File: config.mk
export PLATFORM = sky130hd
export DESIGN_NAME = bwc_regs
export DESIGN_NICKNAME = d
export VERILOG_FILES = /design/src/bwc_pkg.sv /design/src/bwc_pref_window.sv /design/src/bwc_regs.sv
export SDC_FILE = /design/constraint.sdc
export NUM_CORES = 1
export LEC_CHECK = 0
export ABC_AREA = 1
export BUFFER_PORTS_ARGS = -buffer_cell sky130_fd_sc_hd__buf_2
export CAP_MARGIN = 15
export CORE_AREA = 10 10 167 169
export DETAILED_ROUTE_END_ITERATION = 8
export DIE_AREA = 0 0 177 179
export PLACE_DENSITY = 0.76
export SYNTH_ARGS = -nofsm -noshare
export SYNTH_HDL_FRONTEND = slang
export SYNTH_SLANG_ARGS = --single-unit
File: constraint.sdc
create_clock -name aclk -period 4.74 [get_ports aclk]
set_input_delay 0.948 -clock aclk [delete_from_list [all_inputs] [get_ports aclk]]
set_output_delay 0.948 -clock aclk [all_outputs]
set_load 0.05 [all_outputs]
File: src/bwc_pkg.sv
// Package of offsets, fields and reset values for the bridge window configuration registers.
package bwc_pkg;
	localparam logic [11:0] BWC_ADDR_W_OFS   = 12'h000;
	localparam logic [11:0] BWC_PREF_BASE_LOW   = 12'h024;
	localparam logic [11:0] BWC_PREF_LIMIT_LOW  = 12'h026;
	localparam logic [11:0] BWC_PREF_BASE_HIGH  = 12'h028;
	localparam logic [11:0] BWC_PREF_LIMIT_HIGH = 12'h02C;
	localparam logic [11:0] BWC_IO_BASE_HIGH    = 12'h030;
	localparam logic [11:0] BWC_IO_LIMIT_HIGH   = 12'h032;
	localparam logic [11:0] BWC_CAP_HEAD        = 12'h034;
	localparam logic [11:0] BWC_OPTION_ROM      = 12'h038;
	localparam logic [11:0] BWC_IRQ_LINE        = 12'h03C;
	localparam logic [11:0] BWC_IO_BASE_LOW     = 12'h01C;
	localparam logic [11:0] BWC_WORD_MASK       = 12'hFFC;
	localparam int          BWC_FIELD_LSB       = 4;
	localparam int          BWC_FIELD_MSB       = 15;
	localparam int          BWC_HALF            = 16;
	localparam logic [11:0] BWC_BASE_FIELD_RST  = 12'hFFF;
	localparam logic [11:0] BWC_LIMIT_FIELD_RST = 12'h000;
	localparam logic        BWC_PREF_CAP_RST    = 1'h1;
	localparam logic        BWC_IO_CAP_RST      = 1'h1;
	localparam logic [31:0] BWC_BASE_UP_RST     = 32'hFFFF_FFFF;
	localparam logic [31:0] BWC_LIMIT_UP_RST    = 32'h0000_0000;
	localparam logic [15:0] BWC_IO_BASE_UP_RST  = 16'hFFFF;
	localparam logic [15:0] BWC_IO_LIMIT_UP_RST = 16'h0000;
	localparam logic [7:0]  BWC_CAP_HEAD_VAL    = 8'h40;
	localparam logic [31:0] BWC_OPTION_ROM_VAL  = 32'h0000_0000;
	localparam logic [7:0]  BWC_IRQ_LINE_RST    = 8'h00;
	localparam logic [19:0] BWC_LOW_ONES        = 20'hF_FFFF;
	localparam logic [19:0] BWC_LOW_ZEROS       = 20'h0_0000;
	localparam logic [1:0]  BWC_RESP_OKAY       = 2'h0;
	localparam logic [1:0]  BWC_RESP_SLVERR     = 2'h2;
endpackage

File: src/bwc_pref_window.sv
// Prefetchable window compare that decides whether an address is forwarded.
`timescale 1ns/100ps
module bwc_pref_window (
	input  wire logic        aclk,
	input  wire logic        aresetn,
	input  wire logic        wide_capable,
	input  wire logic [11:0] base_field,
	input  wire logic [11:0] limit_field,
	input  wire logic [31:0] base_upper,
	input  wire logic [31:0] limit_upper,
	input  wire logic [63:0] txn_addr,
	output logic             txn_hit
);
	import bwc_pkg::*;

	logic [63:0] lo_bound;
	logic [63:0] hi_bound;
	logic        hit_next;

	always_comb begin
		if (wide_capable) begin
			lo_bound = {base_upper, base_field, BWC_LOW_ZEROS};
			hi_bound = {limit_upper, limit_field, BWC_LOW_ONES};
		end else begin
			lo_bound = {32'h0000_0000, base_field, BWC_LOW_ZEROS};
			hi_bound = {32'h0000_0000, limit_field, BWC_LOW_ONES};
		end
		hit_next = (txn_addr >= lo_bound) && (txn_addr <= hi_bound);
	end

	always_ff @(posedge aclk) begin
		if (!aresetn) begin
			txn_hit <= 1'b0;
		end else begin
			txn_hit <= hit_next;
		end
	end
endmodule

File: src/bwc_regs.sv
// AXI4-Lite register bank for the bridge prefetchable and I/O window registers.
//
// The implementer's own choice: the AXI4-Lite interface to the registers.
`timescale 1ns/100ps
module bwc_regs (
	input  wire logic        aclk,
	input  wire logic        aresetn,
	input  wire logic [11:0] s_axi_awaddr,
	input  wire logic [2:0]  s_axi_awprot,
	input  wire logic        s_axi_awvalid,
	output logic             s_axi_awready,
	input  wire logic [31:0] s_axi_wdata,
	input  wire logic [3:0]  s_axi_wstrb,
	input  wire logic        s_axi_wvalid,
	output logic             s_axi_wready,
	output logic [1:0]       s_axi_bresp,
	output logic             s_axi_bvalid,
	input  wire logic        s_axi_bready,
	input  wire logic [11:0] s_axi_araddr,
	input  wire logic [2:0]  s_axi_arprot,
	input  wire logic        s_axi_arvalid,
	output logic             s_axi_arready,
	output logic [31:0]      s_axi_rdata,
	output logic [1:0]       s_axi_rresp,
	output logic             s_axi_rvalid,
	input  wire logic        s_axi_rready,
	input  wire logic [63:0] txn_addr,
	output logic             txn_hit,
	output logic             pref_wide_addr_capable,
	output logic             io_wide_addr_capable
);
	import bwc_pkg::*;

	// ****************************************
	// Register storage
	// ****************************************
	logic [11:0] pref_base_field_reg;
	logic [11:0] pref_limit_field_reg;
	logic        pref_cap_reg;
	logic [31:0] pref_base_upper_reg;
	logic [31:0] pref_limit_upper_reg;
	logic        io_cap_reg;
	logic [15:0] io_window_base_upper_reg;
	logic [15:0] io_window_limit_upper_reg;
	logic [7:0]  irq_line_routing_reg;

	// ****************************************
	// Write channel
	// ****************************************
	logic        aw_held_reg;
	logic        w_held_reg;
	logic [11:0] aw_addr_reg;
	logic [31:0] w_data_reg;
	logic [3:0]  w_strb_reg;
	logic        wr_fire;
	logic [11:0] wr_word;
	logic        wr_hit;

	function automatic logic known_word(input logic [11:0] a);
		known_word = (a == BWC_PREF_BASE_LOW) || (a == BWC_PREF_BASE_HIGH) ||
			(a == BWC_PREF_LIMIT_HIGH) || (a == BWC_IO_BASE_HIGH) ||
			(a == BWC_CAP_HEAD) || (a == BWC_OPTION_ROM) ||
			(a == BWC_IRQ_LINE) || (a == BWC_IO_BASE_LOW);
	endfunction

	function automatic logic [31:0] merge(input logic [31:0] old, input logic [31:0] wd,
			input logic [3:0] st);
		logic [31:0] r;
		r = old;
		for (int i = 0; i < 4; i++) begin
			if (st[i]) begin
				r[i*8 +: 8] = wd[i*8 +: 8];
			end
		end
		merge = r;
	endfunction

	assign s_axi_awready = !aw_held_reg && !s_axi_bvalid;
	assign s_axi_wready  = !w_held_reg && !s_axi_bvalid;
	assign wr_fire = aw_held_reg && w_held_reg && !s_axi_bvalid;
	assign wr_word = aw_addr_reg & BWC_WORD_MASK;
	assign wr_hit  = known_word(wr_word);

	always_ff @(posedge aclk) begin
		if (!aresetn) begin
			aw_held_reg <= 1'b0;
			aw_addr_reg <= BWC_ADDR_W_OFS;
		end else if (s_axi_awvalid && s_axi_awready) begin
			aw_held_reg <= 1'b1;
			aw_addr_reg <= s_axi_awaddr;
		end else if (wr_fire) begin
			aw_held_reg <= 1'b0;
		end
	end

	always_ff @(posedge aclk) begin
		if (!aresetn) begin
			w_held_reg <= 1'b0;
			w_data_reg <= 32'h0000_0000;
			w_strb_reg <= 4'h0;
		end else if (s_axi_wvalid && s_axi_wready) begin
			w_held_reg <= 1'b1;
			w_data_reg <= s_axi_wdata;
			w_strb_reg <= s_axi_wstrb;
		end else if (wr_fire) begin
			w_held_reg <= 1'b0;
		end
	end

	always_ff @(posedge aclk) begin
		if (!aresetn) begin
			s_axi_bvalid <= 1'b0;
			s_axi_bresp  <= BWC_RESP_OKAY;
		end else if (wr_fire) begin
			s_axi_bvalid <= 1'b1;
			s_axi_bresp  <= wr_hit ? BWC_RESP_OKAY : BWC_RESP_SLVERR;
		end else if (s_axi_bready) begin
			s_axi_bvalid <= 1'b0;
		end
	end

	// ****************************************
	// Register updates
	// ****************************************
	logic [31:0] cur_word;
	logic [31:0] new_word;
	logic [31:0] pref_low_word;
	logic [31:0] pref_base_up_word;
	logic [31:0] pref_limit_up_word;
	logic [31:0] io_up_word;

	// The words are gathered in one process so that every register the read function
	// touches keeps them current, and the checks below see them as sampled values.
	always_comb begin
		cur_word           = read_word(wr_word);
		pref_low_word      = read_word(BWC_PREF_BASE_LOW);
		pref_base_up_word  = read_word(BWC_PREF_BASE_HIGH);
		pref_limit_up_word = read_word(BWC_PREF_LIMIT_HIGH);
		io_up_word         = read_word(BWC_IO_BASE_HIGH);
	end
	assign new_word = merge(cur_word, w_data_reg, w_strb_reg);

	always_ff @(posedge aclk) begin
		if (!aresetn) begin
			pref_cap_reg         <= BWC_PREF_CAP_RST;
			pref_base_field_reg  <= BWC_BASE_FIELD_RST;
			pref_limit_field_reg <= BWC_LIMIT_FIELD_RST;
		end else if (wr_fire && wr_word == BWC_PREF_BASE_LOW) begin
			pref_cap_reg         <= new_word[0];
			pref_base_field_reg  <= new_word[BWC_FIELD_MSB:BWC_FIELD_LSB];
			pref_limit_field_reg <=
				new_word[BWC_HALF+BWC_FIELD_MSB:BWC_HALF+BWC_FIELD_LSB];
		end
	end

	always_ff @(posedge aclk) begin
		if (!aresetn) begin
			pref_base_upper_reg <= BWC_BASE_UP_RST;
		end else if (wr_fire && wr_word == BWC_PREF_BASE_HIGH && pref_cap_reg) begin
			pref_base_upper_reg <= new_word;
		end
	end

	always_ff @(posedge aclk) begin
		if (!aresetn) begin
			pref_limit_upper_reg <= BWC_LIMIT_UP_RST;
		end else if (wr_fire && wr_word == BWC_PREF_LIMIT_HIGH && pref_cap_reg) begin
			pref_limit_upper_reg <= new_word;
		end
	end

	always_ff @(posedge aclk) begin
		if (!aresetn) begin
			io_cap_reg <= BWC_IO_CAP_RST;
		end else if (wr_fire && wr_word == BWC_IO_BASE_LOW) begin
			io_cap_reg <= new_word[0];
		end
	end

	always_ff @(posedge aclk) begin
		if (!aresetn) begin
			io_window_base_upper_reg  <= BWC_IO_BASE_UP_RST;
			io_window_limit_upper_reg <= BWC_IO_LIMIT_UP_RST;
		end else if (wr_fire && wr_word == BWC_IO_BASE_HIGH && io_cap_reg) begin
			io_window_base_upper_reg  <= new_word[BWC_HALF-1:0];
			io_window_limit_upper_reg <= new_word[2*BWC_HALF-1:BWC_HALF];
		end
	end

	always_ff @(posedge aclk) begin
		if (!aresetn) begin
			irq_line_routing_reg <= BWC_IRQ_LINE_RST;
		end else if (wr_fire && wr_word == BWC_IRQ_LINE) begin
			irq_line_routing_reg <= new_word[7:0];
		end
	end

	// ****************************************
	// Read channel
	// ****************************************
	function automatic logic [31:0] read_word(input logic [11:0] a);
		read_word = 32'h0000_0000;
		if (a == BWC_PREF_BASE_LOW) begin
			read_word = {pref_limit_field_reg, 3'h0, pref_cap_reg,
				pref_base_field_reg, 3'h0, pref_cap_reg};
		end else if (a == BWC_PREF_BASE_HIGH) begin
			read_word = pref_cap_reg ? pref_base_upper_reg : 32'h0000_0000;
		end else if (a == BWC_PREF_LIMIT_HIGH) begin
			read_word = pref_cap_reg ? pref_limit_upper_reg : 32'h0000_0000;
		end else if (a == BWC_IO_BASE_HIGH) begin
			if (io_cap_reg) begin
				read_word = {io_window_limit_upper_reg, io_window_base_upper_reg};
			end
		end else if (a == BWC_CAP_HEAD) begin
			read_word = {24'h00_0000, BWC_CAP_HEAD_VAL};
		end else if (a == BWC_OPTION_ROM) begin
			read_word = BWC_OPTION_ROM_VAL;
		end else if (a == BWC_IRQ_LINE) begin
			read_word = {24'h00_0000, irq_line_routing_reg};
		end else if (a == BWC_IO_BASE_LOW) begin
			read_word = {31'h0000_0000, io_cap_reg};
		end
	endfunction

	logic [11:0] rd_word;

	assign s_axi_arready = !s_axi_rvalid;
	assign rd_word = s_axi_araddr & BWC_WORD_MASK;

	always_ff @(posedge aclk) begin
		if (!aresetn) begin
			s_axi_rvalid <= 1'b0;
			s_axi_rdata  <= 32'h0000_0000;
			s_axi_rresp  <= BWC_RESP_OKAY;
		end else if (s_axi_arvalid && s_axi_arready) begin
			s_axi_rvalid <= 1'b1;
			s_axi_rdata  <= read_word(rd_word);
			s_axi_rresp  <= known_word(rd_word) ? BWC_RESP_OKAY : BWC_RESP_SLVERR;
		end else if (s_axi_rready) begin
			s_axi_rvalid <= 1'b0;
		end
	end

	assign pref_wide_addr_capable = pref_cap_reg;
	assign io_wide_addr_capable   = io_cap_reg;

	// ****************************************
	// Forwarding decision
	// ****************************************
	bwc_pref_window u_window (
		.aclk         (aclk),
		.aresetn      (aresetn),
		.wide_capable (pref_cap_reg),
		.base_field   (pref_base_field_reg),
		.limit_field  (pref_limit_field_reg),
		.base_upper   (pref_base_upper_reg),
		.limit_upper  (pref_limit_upper_reg),
		.txn_addr     (txn_addr),
		.txn_hit      (txn_hit)
	);
endmodule

# Word-level counts from Yosys, hierarchy flattened
# Index checks and enable logic that the tools add are counted.
[op_classes]
n_eq_ne = 16
n_reduce_logical = 39
mux = 34
magnitude_cmp = 2
[ops]
columns = ["op", "n"]
rows = [
  ["32-bit 2-to-1 mux", 11],
  ["10-bit by 4-bit equality test with 1-bit output, second input constant", 14],
  ["64-bit 2-to-1 mux", 2],
  ["8-bit 2-to-1 mux", 10],
  ["64-bit >= comparator", 1],
  ["64-bit less-or-equal comparator", 1],
  ["10-bit by 3-bit equality test with 1-bit output, second input constant", 2],
  ["1-bit logical AND", 17],
  ["1-bit logical OR", 14],
  ["1-bit 2-to-1 mux", 9],
  ["2-bit nonzero test", 4],
  ["1-bit logical NOT", 4],
  ["2-bit 2-to-1 mux", 2],
]
[word_totals]
ff_bits = 219
output_inout_bits = 44
input_bits = 137
word_cells = 111

# Longest topological paths before layout
[depth]
depth_word = 10
depth_mapped = 17
depth_no_buf = 15

# Hierarchy
# A second synthesis with hierarchy kept.
[unflattened]
cells_unflattened = 2103
hier_area_um2 = 13669.4
[modules_own_cells]
columns = ["mod", "cells_per_inst", "seq_area_each_um2", "n_inst", "area_per_inst_um2"]
rows = [
  ["bwc_regs", 1654, 4284.1, 1, 11059.4],
  ["bwc_pref_window", 449, 20.0, 1, 2610.0],
]

# Worst setup path after synthesis
# Ideal clock, no wire load.
[synth_timing]
path_kind = "register to register"
from = "reg pref_cap_reg (netlist: pref_wide_addr_capable)"
to = "reg u_window.txn_hit"
setup_ps = 128
t_arrival_ps = 2325
n_path_buf = 2
required_ps = 4612
period_less_slack_ps = 2453
path_slack_ps = 2287
stages_incl_launch_ff = 15
cell_sequence = "dfxtp_1 -> buf_2 -> buf_1 -> nand2_1 -> ha_1 -> nand2_1 -> nor2_1 -> and2_1 -> nand3_1 -> nor2_1 -> nand2_1 -> nand3_1 -> nand2_1 -> nand2_1 -> nor2_1"
[synth_via]
elab_chain_cells = 3
word_cells_on_any_way = 5
classes_between = "2 x order compare; 2 x mux; 1 x reduce/logical"
[synth_rtl]
columns = ["element", "line_no", "text"]
rows = [
  ["from (decl)", "bwc_regs.sv:39", "logic pref_cap_reg;"],
  ["from (signal assigned)", "bwc_regs.sv:149", "pref_cap_reg <= new_word[0];"],
  ["64-bit 2-to-1 mux", "bwc_pref_window.sv:21", "if (wide_capable) begin"],
  ["64-bit >= comparator / 64-bit less-or-equal comparator (equally long branches)", "bwc_pref_window.sv:28", "hit_next = (txn_addr >= lo_bound) && (txn_addr <= hi_bound);"],
  ["1-bit logical AND (*)", "bwc_pref_window.sv:28", ""],
  ["to (signal assigned)", "bwc_pref_window.sv:35", "txn_hit <= hit_next;"],
  ["to (decl)", "bwc_pref_window.sv:12", "output logic txn_hit"],
]
# Every way passes the cells marked *; elsewhere a longest branch is shown, timed or not.
# A chain may end at the register's enable or synchronous reset.

# Final worst setup path
# Same ends and word-level chain as after synthesis.

==> results.cfg <==
[route]
vias = 14500
wl_per_cell_um = 18.8
viasPerCell = 5.80
postRouteAntennaNets = 0
drtIter0Drc = 1554
drt_first_pass_iters = 6
wl_um = 46900
drc_errors = 0

[cts]
cts_buffer_depth = 3
post_cts_resized = 0
hold_buffers = 0
cts_buffers = 25
clk_latency_ns = 0.55
clock-root-buffer = clkbuf_16
h-tree-depth = 1
path_clk_slew_ns = 0.06
cts_tree = yes
post_cts.repair.setup_buffers = 0
cts_sinks = 215

[synth]
syn_avg_cell_area_um2 = 6.51
ys_seq_elements = 215
ys_seq_area_share_pct = 32.3
syn_area_um2 = 13300
syn_inst = 2043
ys_types = 37
synth.yosys.warnings = 0

[status]
run_status = completed

[grt]
grt_overflow_total = 0
grtUsageTotal_pct = 28.7
grt_start_max_net_pins = 108
first_global_vias = 13400
grt_pass1_wl_um = 72700
antenna_found_initial = 0

[worst_setup_path]
cp.required_ns = 5.12
max_stage_delay_ns = 0.97
cp-start-kind = flip-flop
worstPathMaxFanout = 73
path_common_cell = nand2_1
cp-startpoint = pref_wide_addr_capable
crit_cells = 12
critPathTopFamily = simple AND/OR/NAND/NOR gates
path_cells = nand2_1 > ha_1 > nand2_1 > nor2_1 > and2_1 > nand3_1 > nor2_1 > nand2_1 > nand3_1 > nand2_1 > nand2_1 > nor2_1
critPathArrivalTime_ns = 3.35
timing.rr.start = pref_wide_addr_capable
critical_path_buf_inv_count = 0
crit_end = u_window.txn_hit
crit_path_end_kind = flip-flop
critPathKind = flip-flop to flip-flop
crit_path_top_delay_cell = dfxtp_4
rr_endpoint = u_window.txn_hit
r2r_cells = 12
r2r_slack_ns = 1.78

[place]
dp_hpwl_um = 32600
placed_area_um2 = 14300
pre_cts_slack_ns = 1.56
routabilityCongestion = 0.938
place_inst = 2448
port_buffers = 168

[sta]
fmax_mhz = 337
slew_headroom_pct = 18.7
post-route-period-util_pct = 62.5
setup_ws_ns = 1.78
setup_viol = 0
finalCriticalPeriod_ns = 2.96
hold_viol_final = 0
fin_worst_skew_ns = 0.0248
rsz0062_at_grt = false
fin_tns_setup_ns = 0
worst_pin_slew_ns = 1.22
maxSlewViolCount = 0

[power]
ir_drop_mv = 0.228
p_leak_nw = 7.33
power.total_mw = 4.22
power_density_nw_per_um2 = 281

[die]
floorplan.initialDensity_pct = 53.8
die_area_um2 = 31700
die_w_um = 177
design.portCount = 181
core_area_um2 = 24700
rows = 58
die_h_um = 179

[min_path]
hold_class = flip-flop to flip-flop

[cells_and_area]
final_common_cell = nand2_1
fill_cells = 2419
syn_to_final_growth_pct = 12.9
fin_area_um2 = 15000
fin_nets = 2370
finalNonFillerCells = 2492
drive_gt1_share_pct = 12.1
final_cell_mix = 533 x nand2_1, 215 x a21oi_1, 213 x dfxtp_1
diodes = 0

[flow_run]
maxCapViolations = 0
## how the worst min path moves through the flow
stage          cells after the start                 endpoint                     from  slack, ns
5_1_grt                            2           s_axi_rdata[3]           s_axi_rdata[3]       0.49
6_report                           2           s_axi_rdata[1]           s_axi_rdata[1]       0.47
3_5_place_dp                       2  pref_base_upper_reg[27]  pref_base_upper_reg[27]       0.45
3_3_place_gp                       2   pref_base_upper_reg[5]   pref_base_upper_reg[5]       0.45
4_1_cts                            2  pref_base_upper_reg[11]  pref_base_upper_reg[11]       0.47
2_1_floorplan                      2  pref_base_upper_reg[31]  pref_base_upper_reg[31]       0.44
## synthesized netlist by cell type, drive strengths merged
cell / instances / area (um^2)
and3: 1 / 6.26
nand3b: 24 / 180
o21ai: 151 / 756
inv: 184 / 691
conb: 1 / 3.75
o21a: 51 / 383
and2: 4 / 25.0
nand4: 79 / 500
nand3: 130 / 668
a21o: 5 / 37.5
nand2: 537 / 2030
buf: 60 / 293
a21oi: 215 / 1080
o211ai: 5 / 37.5
dfxtp: 215 / 4300
nor2: 200 / 791
clkinv: 5 / 20.0
a31oi: 1 / 6.26
ha: 88 / 1100
or2: 3 / 18.8
nor4: 1 / 6.26
o2111ai: 1 / 8.76
clkbuf: 53 / 199
nor3: 29 / 168
## routing by layer
layer,global-route usage [%],vias to the layer above,wire length (um)
li1,-,6976,-
met1,37.8,6576,19200
met2,44.5,792,20100
met3,7.69,111,5960
met4,9.35,0,1600
met5,0,-,0
## worst register-to-register path: stages (launching register included)
cell and delay [ns]:
dfxtp_4 0.97, nand2_1 0.33, ha_1 0.40, nand2_1 0.08, nor2_1 0.13, and2_1 0.18
nand3_1 0.20, nor2_1 0.20, nand2_1 0.06, nand3_1 0.08, nand2_1 0.05, nand2_1 0.08
nor2_1 0.05
## layout make-up
class / count / area [um^2] / area share, %
tap: 330 / 413 / 2.75
sequential: 215 / 4310 / 28.7
clock inverter: 8 / 58.8 / 0.391
clock buffer: 36 / 697 / 4.64
inverter: 189 / 711 / 4.73
timing repair buffer: 187 / 1020 / 6.79
multi-input combinational: 1527 / 7820 / 52.0
## stage by stage
stage          hold slack [ns]  utilization [%]
4_1_cts                  0.468             60.7
5_1_grt                  0.487             60.7
3_3_place_gp             0.449             57.7
2_1_floorplan            0.440                -
3_5_place_dp             0.453             57.7
6_report                 0.467             60.7
## power by group
| group | switching, mW | total, mW | internal (mW) |
|---|---|---|---|
| combinational | 0.367 | 0.518 | 0.151 |
| sequential | 0.0360 | 1.89 | 1.85 |
| clock | 0.791 | 1.82 | 1.03 |
## cells by family (layout without fill, tap and decap cells)
family,Yosys count,after routing,share of synthesized area [%]
AO/OA/AOI/OAI,429,429,17.3
other,1,2,0.0282
AND/OR/NAND/NOR,1008,1008,33.0
buffers and inverters,302,420,9.04
adder cells (fa/ha/maj),88,88,8.28
flip-flops,215,215,32.3
Power figures use the tool's default switching activity.
